<file path="config.mk">
export PLATFORM = sky130hd
export DESIGN_NAME = tpr_store
export DESIGN_NICKNAME = d
export VERILOG_FILES = /design/src/tpr_pkg.sv /design/src/tpr_rank_if.sv /design/src/tpr_sync.sv /design/src/tpr_rank.sv /design/src/tpr_store.sv
export SDC_FILE = /design/constraint.sdc
export NUM_CORES = 1
export LEC_CHECK = 0
export BUFFER_PORTS_ARGS = -buffer_cell sky130_fd_sc_hd__buf_2
export CAP_MARGIN = 5
export CORE_AREA = 5 5 68 70
export CTS_BUF_LIST = sky130_fd_sc_hd__clkbuf_16
export CTS_CLUSTER_SIZE = 10
export DETAILED_ROUTE_END_ITERATION = 7
export DIE_AREA = 0 0 73 75
export PLACE_DENSITY = 0.89
export SETUP_SLACK_MARGIN = 0.4
export SYNTH_ARGS = -nofsm -noshare
export SYNTH_HDL_FRONTEND = slang
export SYNTH_HIERARCHICAL = 1
export SYNTH_SLANG_ARGS = --single-unit
</file>
<file path="constraint.sdc">
create_clock -name core_clk -period 1.83 [get_ports core_clk]
set_input_delay 0.366 -clock core_clk [delete_from_list [all_inputs] [get_ports core_clk]]
set_output_delay 0.366 -clock core_clk [all_outputs]
set_load 0.005 [all_outputs]
</file>
<file path="src/tpr_pkg.sv">
// Shared constants and types for the two-rank pipeline byte store.
package tpr_pkg;
  localparam int BYTE_W = 8;
  localparam int SYNC_DEPTH = 2;
  localparam int CTRL_W = 9;
  localparam logic [BYTE_W-1:0] RANK_RST = 8'h00;
  localparam logic [CTRL_W-1:0] CTRL_RST = 9'h000;
  localparam logic [BYTE_W-1:0] BYTE_RST = 8'h00;
  // Bit positions inside the synchronised control word.
  localparam int C_CLK = 0;
  localparam int C_EN1_N = 1;
  localparam int C_EN2_N = 2;
  localparam int C_GATE = 3;
  localparam int C_G1_N = 4;
  localparam int C_G2_N = 5;
  localparam int C_SRC = 6;
  localparam int C_OSEL = 7;
  localparam int C_OE_N = 8;
  typedef logic [BYTE_W-1:0] tpr_byte_t;
  typedef enum logic {TPR_REGISTER, TPR_LATCH} tpr_variant_t;
endpackage

</file>
<file path="src/tpr_rank_if.sv">
// Interface between the control logic and one storage rank.
`timescale 1ns/1ps
interface tpr_rank_if;
  import tpr_pkg::*;
  logic load;
  tpr_byte_t din;
  tpr_byte_t q;
  modport ctrl (output load, output din, input q);
  modport store (input load, input din, output q);
endinterface

</file>
<file path="src/tpr_sync.sv">
// Two-flop synchroniser for a group of pin inputs.
`timescale 1ns/1ps
module tpr_sync #(
  parameter int W = 1
) (
  input wire logic core_clk,
  input wire logic rst,
  input wire logic [W-1:0] async_in,
  output logic [W-1:0] sync_out
);
  import tpr_pkg::*;
  logic [W-1:0] meta_reg;
  logic [W-1:0] meta_next;
  logic [W-1:0] sync_reg;
  logic [W-1:0] sync_next;

  // The first stage feeds only the second stage, never any logic.
  always_comb
  begin
    meta_next = async_in;
    sync_next = meta_reg;
  end

  // Reset loads constants only; the pins are caught after release.
  always_ff @(posedge core_clk)
  begin
    if (rst)
    begin
      meta_reg <= '0;
      sync_reg <= '0;
    end
    else
    begin
      meta_reg <= meta_next;
      sync_reg <= sync_next;
    end
  end

  assign sync_out = sync_reg;
endmodule

</file>
<file path="src/tpr_rank.sv">
// One 8-bit storage rank that loads on request and otherwise holds.
`timescale 1ns/1ps
module tpr_rank (
  input wire logic core_clk,
  input wire logic rst,
  tpr_rank_if.store port
);
  import tpr_pkg::*;
  tpr_byte_t q_reg;
  tpr_byte_t q_next;

  // Without a load request the stored byte stays as it was.
  always_comb
  begin
    q_next = q_reg;
    if (port.load)
    begin
      q_next = port.din; // RL4
    end
  end

  // Storage clears at reset so the ranks never read as unknown.
  always_ff @(posedge core_clk)
  begin
    if (rst)
    begin
      q_reg <= RANK_RST;
    end
    else
    begin
      q_reg <= q_next;
    end
  end

  assign port.q = q_reg;
endmodule

</file>
<file path="src/tpr_store.sv">
// Top of the two-rank pipeline byte store: pin sampling, rank control, output mux.
// Function
// RL1: Two independent 8-bit ranks share one input byte and one output bus.
// RL2: In the register variant rank 1 takes the input byte on a rising shared clock edge if its enable was low before it.
// RL3: In the register variant rank 2 loads its selected source on a rising edge if its enable was low before it.
// RL4: A rank whose enable or gate is inactive, or that sees no clock edge, keeps its byte.
// RL5: The source select low makes rank 2 load rank 1, high makes it load the input byte.
// RL6: Cascaded, one enabled edge moves the input byte into rank 1 and rank 1's old byte into rank 2.
// RL7: The output select low puts rank 2 on the bus and high puts rank 1 there.
// RL8: The output enable high floats all eight bus lines and low drives the chosen byte.
// RL9: In the latch variant a rank is transparent while the common gate is high, or it is low and the rank gate is low.
// RL10: In the latch variant a rank freezes while the common gate is low and its own gate is high.
// RL11: In parallel mode the input byte goes into either or both ranks by their enables.
// RL12: The output mux and drive control follow their inputs with no dependence on the shared clock.
`timescale 1ns/1ps
module tpr_store #(
  parameter tpr_pkg::tpr_variant_t VARIANT = tpr_pkg::TPR_REGISTER
) (
  input wire logic core_clk,
  input wire logic rst,
  input wire logic shared_clk,
  input wire logic rank1_clk_enable_n,
  input wire logic rank2_clk_enable_n,
  input wire logic latch_common_gate,
  input wire logic rank1_gate_n,
  input wire logic rank2_gate_n,
  input wire logic rank2_source_select,
  input wire logic output_rank_select,
  input wire logic output_drive_enable_n,
  input wire logic [tpr_pkg::BYTE_W-1:0] input_byte,
  output logic [tpr_pkg::BYTE_W-1:0] out_bus,
  output logic out_bus_oe
);
  import tpr_pkg::*;

  logic [CTRL_W-1:0] ctrl_pins;
  logic [CTRL_W-1:0] ctrl_s;
  tpr_byte_t data_s;
  logic [CTRL_W-1:0] ctrl_d_reg;
  logic [CTRL_W-1:0] ctrl_d_next;
  tpr_byte_t data_d_reg;
  tpr_byte_t data_d_next;
  logic clk_rise;
  logic load1;
  logic load2;
  tpr_byte_t rank2_src;
  tpr_byte_t out_bus_reg;
  tpr_byte_t out_bus_next;
  logic out_bus_oe_reg;
  logic out_bus_oe_next;

  tpr_rank_if r1 ();
  tpr_rank_if r2 ();

  // A latch rank is open while the common gate is high or its own gate is low.
  function automatic logic rank_open(input logic common_gate, input logic gate_n);
    return common_gate | ~gate_n;
  endfunction

  // Every pin, the shared clock among them, is from outside the core clock domain.
  assign ctrl_pins = {output_drive_enable_n, output_rank_select, rank2_source_select,
                      rank2_gate_n, rank1_gate_n, latch_common_gate,
                      rank2_clk_enable_n, rank1_clk_enable_n, shared_clk};

  tpr_sync #(.W(CTRL_W)) u_sync_ctrl (
    .core_clk(core_clk),
    .rst(rst),
    .async_in(ctrl_pins),
    .sync_out(ctrl_s)
  );

  tpr_sync #(.W(BYTE_W)) u_sync_data (
    .core_clk(core_clk),
    .rst(rst),
    .async_in(input_byte),
    .sync_out(data_s)
  );

  // A one-cycle delayed copy gives the edge detector its reference and
  // supplies the enables and data as they stood before the shared clock rose.
  always_comb
  begin
    ctrl_d_next = ctrl_s;
    data_d_next = data_s;
  end

  always_ff @(posedge core_clk)
  begin
    if (rst)
    begin
      ctrl_d_reg <= CTRL_RST;
      data_d_reg <= BYTE_RST;
    end
    else
    begin
      ctrl_d_reg <= ctrl_d_next;
      data_d_reg <= data_d_next;
    end
  end

  assign clk_rise = ctrl_s[C_CLK] & ~ctrl_d_reg[C_CLK];

  // Load decisions and source selection for both ranks.
  always_comb
  begin
    load1 = 1'b0;
    load2 = 1'b0;
    rank2_src = r1.q;
    r1.din = data_d_reg;
    case (VARIANT)
      TPR_REGISTER:
      begin
        // Enables and data are taken from the cycle before the edge.
        load1 = clk_rise & ~ctrl_d_reg[C_EN1_N]; // RL2
        load2 = clk_rise & ~ctrl_d_reg[C_EN2_N]; // RL3
        r1.din = data_d_reg;
        // Rank 2 sees rank 1's old byte, so one edge shifts the pipe.
        rank2_src = ctrl_d_reg[C_SRC] ? data_d_reg : r1.q; // RL5 RL6 RL11
      end
      TPR_LATCH:
      begin
        // Transparency is a load on every core cycle while open.
        load1 = rank_open(ctrl_s[C_GATE], ctrl_s[C_G1_N]); // RL9 RL10
        load2 = rank_open(ctrl_s[C_GATE], ctrl_s[C_G2_N]); // RL9 RL10
        r1.din = data_s;
        // With both ranks open the byte flows straight through to rank 2.
        if (ctrl_s[C_SRC])
        begin
          rank2_src = data_s; // RL5 RL11
        end
        else if (load1)
        begin
          rank2_src = data_s; // RL5
        end
        else
        begin
          rank2_src = r1.q; // RL5
        end
      end
      default:
      begin
        load1 = 1'b0;
        load2 = 1'b0;
      end
    endcase
    r1.load = load1; // RL1 RL4
    r2.load = load2; // RL1 RL4
    r2.din = rank2_src;
  end

  tpr_rank u_rank1 (
    .core_clk(core_clk),
    .rst(rst),
    .port(r1)
  );

  tpr_rank u_rank2 (
    .core_clk(core_clk),
    .rst(rst),
    .port(r2)
  );

  // The output stage reads the present rank contents and selects, not a
  // shared clock edge; the registered copy costs one core cycle of latency.
  always_comb
  begin
    out_bus_next = ctrl_s[C_OSEL] ? r1.q : r2.q; // RL7 RL12
    out_bus_oe_next = ~ctrl_s[C_OE_N]; // RL8 RL12
  end

  always_ff @(posedge core_clk)
  begin
    if (rst)
    begin
      out_bus_reg <= BYTE_RST;
      out_bus_oe_reg <= 1'b0;
    end
    else
    begin
      out_bus_reg <= out_bus_next;
      out_bus_oe_reg <= out_bus_oe_next;
    end
  end

  assign out_bus = out_bus_reg;
  assign out_bus_oe = out_bus_oe_reg;
endmodule

</file>
==> results of run 1 <==
-- area by class of cell --
type	instances	area share
flip-flops and latches	65	0.505
multi-input cells	100	0.294
clock buffers	9	0.0874
repair buffers	27	0.0602
clock inverters	6	0.0296
well taps	50	0.0243
-- worst register-to-register path, cell delays in order (launching register included) --
cell and delay [ps]:
dfxtp_1 650, mux2_4 340, mux2i_1 150, nor2_1 60
-- path summary, 6_finish.rpt --
check	start	end	slack, ps	cells after the start
min reg2reg	u_sync_ctrl/sync_out[8]	out_bus_oe	380	1
max reg2reg	ctrl_d_reg[6]	u_rank2/port.q[0]	520	3
max	ctrl_d_reg[6]	u_rank2/port.q[0]	520	3
min	rank2_source_select	u_sync_ctrl/meta_reg[6]	260	2
-- routing by layer --
layer	up-vias	part of all wire	GRT usage
met4	0	0.018	0.0984
met2	26	0.48	0.212
met1	533	0.44	0.149
li1	609	-	-
met5	-	0	0
met3	4	0.062	0.0494
-- power by group --
group          total [mW]  internal, mW  switching (mW)
clock network        1.69          1.16           0.525
registers            1.47          1.46          0.0168
logic              0.0963        0.0554          0.0409
-- through the flow --
stage          setup WS, ps  std cells  cell area [µm²]
3_3_place_gp            568        242             2280
6_report                522        257             2580
3_5_place_dp            544        242             2280
2_1_floorplan           805        175             2140
4_1_cts                 518        257             2580
5_1_grt                 440        257             2580
-- layout by cell type (no fill, tap or decap), types with 5 or more instances in the layout --
| cell | instances |
|---|---|
| and2b_1 | 5 |
| and2b_2 | 6 |
| buf_2 | 24 |
| clkbuf_16 | 9 |
| dfxtp_1 | 65 |
| mux2_4 | 8 |
| mux2i_1 | 24 |
| nor2_1 | 27 |
| nor2b_1 | 22 |
| nor2b_2 | 7 |
==> flow_summary.ini, run 1 <==
[cells_and_area]
fillers = 310
multi_input_area_um2 = 757
nets = 222
final_util = 0.659
insertedDiodeCount = 0
drive_gt1_frac = 0.290
regArea_um2 = 1300
area.growth.synth_to_final_pct = 20.5

[sta]
post-route-min-period_ps = 1310
slew-limit-headroom = 0.650
final_hold_viol_count = 0
worst_pin_slew_ps = 525
rsz0062_at_grt = no
fmax_mhz = 765
period_share = 0.715
setup_viol_count_final = 0
drv_slew = 0
finClkSkew_ps = 5.45
final.setup.tns_ps = 0
holdWs_ps = 258

[cts]
cts_buffer_depth = 2
clk_pin_slew_worst_paths_ps = 50
cts-htree-levels = 3
postCtsHoldBufs = 0
cts.sinks = 65
cts_setup_buffers = 0
root_buffer = clkbuf_16
cts_tree = built
clkLatencyLatePin_ps = 310
ctsResizeCount = 0
cts_made_buffers = 9

[power]
powerDensity_nw_per_um2 = 1260
peakVddDrop_v = 0.000680
leakage_nw = 1.10
power_mw = 3.26

[setup_path]
crit_buf_inv = 0
cp_top_family = flip-flops
endpoint_kind = flip-flop
slowest_delay_ps = 650
cp_data_arrival_time_ps = 1510
path_cells = mux2_4 -> mux2i_1 -> nor2_1
path_class = reg -> reg
required_ps = 2030
startpoint_type = flip-flop
cp_slowest_cell = dfxtp_1
path_max_fanout = 8

[synth]
syn_area_per_cell_um2 = 12.2
syn-cell-area_um2 = 2140
syn-instance-count = 175
yosysWarnings = 6
syn-num-nets = 194

[floorplan]
initial_core_util = 0.547
die_height_um = 75
pin_count = 28
die_x_um = 73
core-area_um2 = 3910
die_area_um2 = 5480
rows = 23

[global_routing]
grt.overflow.total = 0
antenna_found_initial = 0
grt_use_total = 0.134
grt_max_degree = 38
grt_pass1_wl_um = 5290
grt_pass1_vias = 1173

[detailed_routing]
ant_nets = 0
via_per_inst = 4.56
vias = 1172
post_drt_wl_per_cell_um = 11.8
drt_iter0_drc = 62
dr.pass1.iters = 4
drc = 0
wirelength_um = 3040

[placed_design]
gp_congestion = 0.743
hpwlAfterDp_um = 1850
io_buffers = 24

[status]
status = finished clean

[run]
maxCapViolCount = 0

[worst_hold_path]
min-delay-path-class = in -> reg
Power figures use the tool's default switching activity.
==> inputs of run 2 (changes only) <==
--- a/config.mk
+++ b/config.mk
@@ -5,14 +5,15 @@
 export SDC_FILE = /design/constraint.sdc
 export NUM_CORES = 1
 export LEC_CHECK = 0
+export ABC_AREA = 1
 export BUFFER_PORTS_ARGS = -buffer_cell sky130_fd_sc_hd__buf_2
 export CAP_MARGIN = 5
-export CORE_AREA = 5 5 68 70
+export CORE_AREA = 5 5 72 74
 export CTS_BUF_LIST = sky130_fd_sc_hd__clkbuf_16
 export CTS_CLUSTER_SIZE = 10
 export DETAILED_ROUTE_END_ITERATION = 7
-export DIE_AREA = 0 0 73 75
-export PLACE_DENSITY = 0.89
+export DIE_AREA = 0 0 77 79
+export PLACE_DENSITY = 0.85
 export SETUP_SLACK_MARGIN = 0.4
 export SYNTH_ARGS = -nofsm -noshare
 export SYNTH_HDL_FRONTEND = slang
==> constraint.sdc (replaced) <==
create_clock -name core_clk -period 1.3 [get_ports core_clk]
set_input_delay 0.26 -clock core_clk [delete_from_list [all_inputs] [get_ports core_clk]]
set_output_delay 0.26 -clock core_clk [all_outputs]
set_load 0.005 [all_outputs]
==> flow_summary.ini, run 2 <==
[sta]
drv_slew = 0
final.setup.tns_ps = 0
slew-limit-headroom = 0.795
fin_ws_ps = 205
post-route-min-period_ps = 1100
final_hold_viol_count = 0
fmax_mhz = 913
period_share = 0.842
finClkSkew_ps = 6.09
setup_viol_count_final = 0
holdWs_ps = 137
rsz0062_at_grt = yes
worst_pin_slew_ps = 308

[detailed_routing]
post_drt_wl_per_cell_um = 9.30
vias = 1616
drc = 0
wirelength_um = 3610
drt_iter0_drc = 27
dr.pass1.iters = 4
via_per_inst = 4.16
ant_nets = 0

[setup_path]
endpoint = u_rank1/port.q[1]
cp_top_family = simple AND/OR/NAND/NOR gates
crit_buf_inv = 2
rr_startpoint = u_sync_ctrl/sync_out[0]
path_cells = inv_4 -> nor3_4 -> buf_6 -> nand2_2 -> nand2_1 -> nor2_1
startpoint_type = flip-flop
cp_data_arrival_time_ps = 1310
cp-startpoint = u_sync_ctrl/sync_out[0]
reg2reg_to = u_rank1/port.q[1]
path_max_fanout = 8
cp.depth = 6
slowest_delay_ps = 330
r2r_setup_slack_ps = 200
required_ps = 1510
endpoint_kind = flip-flop
r2r_cells = 6
path_class = reg -> reg
cp_slowest_cell = dfxtp_2

[cells_and_area]
insertedDiodeCount = 0
drive_gt1_frac = 0.213
fin_area_um2 = 2740
final_common_cell = nor2_1
nets = 349
most-common-layout-cells = 82 x nor2_1, 68 x inv_1, 61 x dfxtp_1, 43 x nand2_1, 24 x buf_2
area.growth.synth_to_final_pct = 18.8

[cts]
cts.sinks = 65
root_buffer = clkbuf_16
clkLatencyLatePin_ps = 320
cts_made_buffers = 9
cts_buffer_depth = 2
cts-htree-levels = 3
cts_tree = built
postCtsHoldBufs = 0
clk_pin_slew_worst_paths_ps = 50

[synth]
yosysWarnings = 6
syn-cell-area_um2 = 2300
syn-instance-count = 299
syn_area_per_cell_um2 = 7.70
syn-num-nets = 318

[worst_hold_path]
hp-start = output_drive_enable_n
min-delay-path-class = in -> reg

[placed_design]
placed_area_um2 = 2410
dp_slack_ps = 258
gp_congestion = 0.756
hpwlAfterDp_um = 2180
io_buffers = 24

[floorplan]
core-area_um2 = 4540
die_x_um = 77
pin_count = 28
initial_core_util = 0.508
die_height_um = 79
rows = 25
die_area_um2 = 6080

[power]
peakVddDrop_v = 0.00110
leakage_nw = 1.28
sw_frac_of_total = 0.219
seqPwrFrac = 0.481
power_mw = 4.41
clockPowerShare = 0.460
p_int_mw = 3.44
powerDensity_nw_per_um2 = 1610
pwr-share-comb = 0.060
p_switching_mw = 0.966

[status]
status = finished clean

[global_routing]
grt_use_total = 0.124
grt_max_degree = 17
grt_pass1_wl_um = 5870
grt_pass1_vias = 1466
antenna_found_initial = 0
grt.overflow.total = 0

[run]
maxCapViolCount = 0
run 2: cell types whose count changed in the layout (fill, tap and decap cells not counted), sizes merged:
cell,change
inv,+67
nor2,+62
nand2,+56
nor2b,-29
mux2i,-24
and2b,-11
mux2,-8
o21ai,+8
buf,+5
bufinv,-2
nor3,+2
clkinv,+1
clkinvlp,+1
nand2b,-1
run 2: worst min path at each step:
stage / depth (start not counted) / slack, ps / end
floorplan: 1 / 330 / ctrl_d_reg[6]
global placement: 1 / 370 / out_bus_oe
detailed placement: 1 / 380 / out_bus_oe
CTS: 3 / 130 / u_sync_ctrl/meta_reg[8]
global route: 3 / 130 / u_sync_data/meta_reg[6]
finish: 3 / 140 / u_sync_ctrl/meta_reg[8]
run 2: stage by stage:
step	instances	util
final	388	0.603
after global routing	388	0.603
after CTS	387	0.597
after detailed placement	371	0.532
after global placement	371	0.532
after floorplan	299	-
run 2: tightest hold or removal path: cells and delay by family:
family | cells | cell delay (ps)
buffers and inverters | 2 | 100
and+or+nand+nor | 1 | 60
run 2: area by class of cell:
| cell class | instances | area [µm²] |
|---|---|---|
| timing repair buffer | 32 | 188 |
| clock buffer | 9 | 225 |
| tap | 54 | 67.6 |
| fill | 378 | 1800 |
| inverter | 67 | 254 |
| multi-input combinational | 155 | 666 |
| sequential | 65 | 1310 |
| clock inverter | 6 | 28.8 |
run 2: timing repair:
item / in CTS / in global routing
endpoints found under the setup margin: 25 / 25
cloned: 1 / 0
endpoints found under the hold margin: 0 / 0
pin swaps: 3 / 5
setup buffers: 0 / 1
gates resized for setup: 12 / 8
run 2: per-layer routing:
metal	global-route usage	routed length, µm
met1	0.122	1480
met2	0.216	1800
met3	0.0533	253
met4	0.0722	72
met5	0	0
run 2: power groups by stage:
stage,sequential (mW),combinational [mW],clock [mW]
2_1_floorplan,2.15,0.199,0
3_3_place_gp,2.15,0.233,0
3_5_place_dp,2.16,0.243,0
4_1_cts,2.12,0.256,2.07
5_1_grt,2.13,0.304,2.14
6_report,2.12,0.263,2.03
==> inputs of run 3 (changes only) <==
==> constraint.sdc (replaced) <==
create_clock -name core_clk -period 1.07 [get_ports core_clk]
set_input_delay 0.214 -clock core_clk [delete_from_list [all_inputs] [get_ports core_clk]]
set_output_delay 0.214 -clock core_clk [all_outputs]
set_load 0.005 [all_outputs]
==> flow_summary.ini, run 3 (synthesized netlist as in run 2, its figures left out) <==
[cells_and_area]
final_util = 0.633
nets = 352
drive_gt1_frac = 0.251
regArea_um2 = 1310
insertedDiodeCount = 0
area.growth.synth_to_final_pct = 24.7
stdcell_count = 392
fillers = 349
final_common_cell = nor2_1
multi_input_area_um2 = 701
most-common-layout-cells = 76 x nor2_1, 66 x inv_1, 60 x dfxtp_1, 41 x nand2_1, 24 x buf_2

[floorplan]
initial_core_util = 0.508
die_x_um = 77
pin_count = 28
die_area_um2 = 6080
die_height_um = 79
rows = 25
core-area_um2 = 4540

[cts]
root_buffer = clkbuf_16
clkLatencyLatePin_ps = 330
cts.sinks = 65
postCtsHoldBufs = 0
cts_made_buffers = 9
cts_tree = built
cts_buffer_depth = 2
cts-htree-levels = 3
clk_pin_slew_worst_paths_ps = 50

[setup_path]
cp.depth = 5
endpoint_kind = flip-flop
r2r_cells = 5
cp_slowest_cell = dfxtp_2
path_class = reg -> reg
path_max_fanout = 16
cp_data_arrival_time_ps = 1220
crit_buf_inv = 1
crit_top_cell = nand2_1
startpoint_type = flip-flop
cp_top_family = simple AND/OR/NAND/NOR gates
slowest_delay_ps = 340
required_ps = 1290
path_cells = nor3_2 -> buf_6 -> nand2_1 -> nand2_1 -> nor2_1

[detailed_routing]
ant_nets = 0
dr.pass1.iters = 4
wirelength_um = 3610
via_per_inst = 4.21
post_drt_wl_per_cell_um = 9.20
vias = 1649
drc = 0
drt_iter0_drc = 90

[placed_design]
hpwlAfterDp_um = 2110
place_inst = 371
gp_congestion = 0.751
io_buffers = 24

[power]
peakVddDrop_v = 0.00139
seqPwrFrac = 0.435
p_int_mw = 4.69
sw_frac_of_total = 0.208
powerDensity_nw_per_um2 = 2060
leakage_nw = 1.34
pwr-share-comb = 0.058
power_mw = 5.92
p_switching_mw = 1.23
clockPowerShare = 0.508

[sta]
fmax_mhz = 1000
period_share = 0.935
setup_viol_count_final = 0
final_hold_viol_count = 0
worst_pin_slew_ps = 303
rsz0062_at_grt = yes
slew-limit-headroom = 0.798
drv_slew = 0
finClkSkew_ps = 3.36
post-route-min-period_ps = 1000

[global_routing]
grt_max_degree = 17
grt_pass1_vias = 1471
grt.overflow.total = 0
grt_use_total = 0.131
antenna_found_initial = 0
grt_pass1_wl_um = 6110

[status]
status = finished clean

[worst_hold_path]
min-delay-path-class = in -> reg
holdPathStages = 3

[run]
maxCapViolCount = 0
## run 3: power groups by stage
| stage | Combinational, mW | Sequential, mW | Clock, mW |
|---|---|---|---|
| final | 0.343 | 2.57 | 3.01 |
| after global routing | 0.392 | 2.58 | 3.15 |
| after CTS | 0.323 | 2.57 | 3.05 |
| after detailed placement | 0.289 | 2.63 | 0 |
| after global placement | 0.276 | 2.62 | 0 |
| after floorplan | 0.241 | 2.62 | 0 |
## run 3: worst paths after layout
path	start	slack, ps	end
max	ctrl_d_reg[0]	70	u_rank1/port.q[3]
min	input_byte[2]	90	u_sync_data/meta_reg[2]
max reg2reg	ctrl_d_reg[0]	70	u_rank1/port.q[3]
min reg2reg	u_sync_ctrl/sync_out[8]	380	out_bus_oe
## run 3: cell type report
class / count / area share
clock inverters: 7 / 0.0296
clock buffers: 9 / 0.0784
repair buffers: 35 / 0.0797
well taps: 54 / 0.0235
inverters: 67 / 0.0876
multi-input cells: 155 / 0.244
flip-flops and latches: 65 / 0.457
## run 3: tightest hold or removal path, delay by kind of cell
kind                   cells  cell delay [ps]
buffers and inverters      2              100
and+or+nand+nor            1               60
## run 3: per-layer routing
metal	track usage	part of all wire
met1	0.120	0.40
met2	0.232	0.50
met3	0.0431	0.062
met4	0.108	0.039
met5	0	0
## run 3: timing repair
| item | 4_1_cts | 5_1_grt |
|---|---|---|
| hold endpoints to repair | 0 | 0 |
| resized for setup | 20 | 17 |
| cloned | 1 | 0 |
| setup buffers | 3 | 1 |
| pin swaps | 10 | 8 |
| setup endpoints to repair | 33 | 33 |
## run 3: metrics by stage
step / instance area [µm²] / setup TNS [ps] / setup WS [ps] / hold slack, ps
floorplan: 2320 / 0 / 106 / 278
global placement: 2420 / 0 / 99.6 / 373
detailed placement: 2420 / 0 / 98.5 / 371
CTS: 2810 / 0 / 76.0 / 79.3
global route: 2870 / -25.0 / -12.8 / 84.9
finish: 2870 / 0 / 69.7 / 86.3
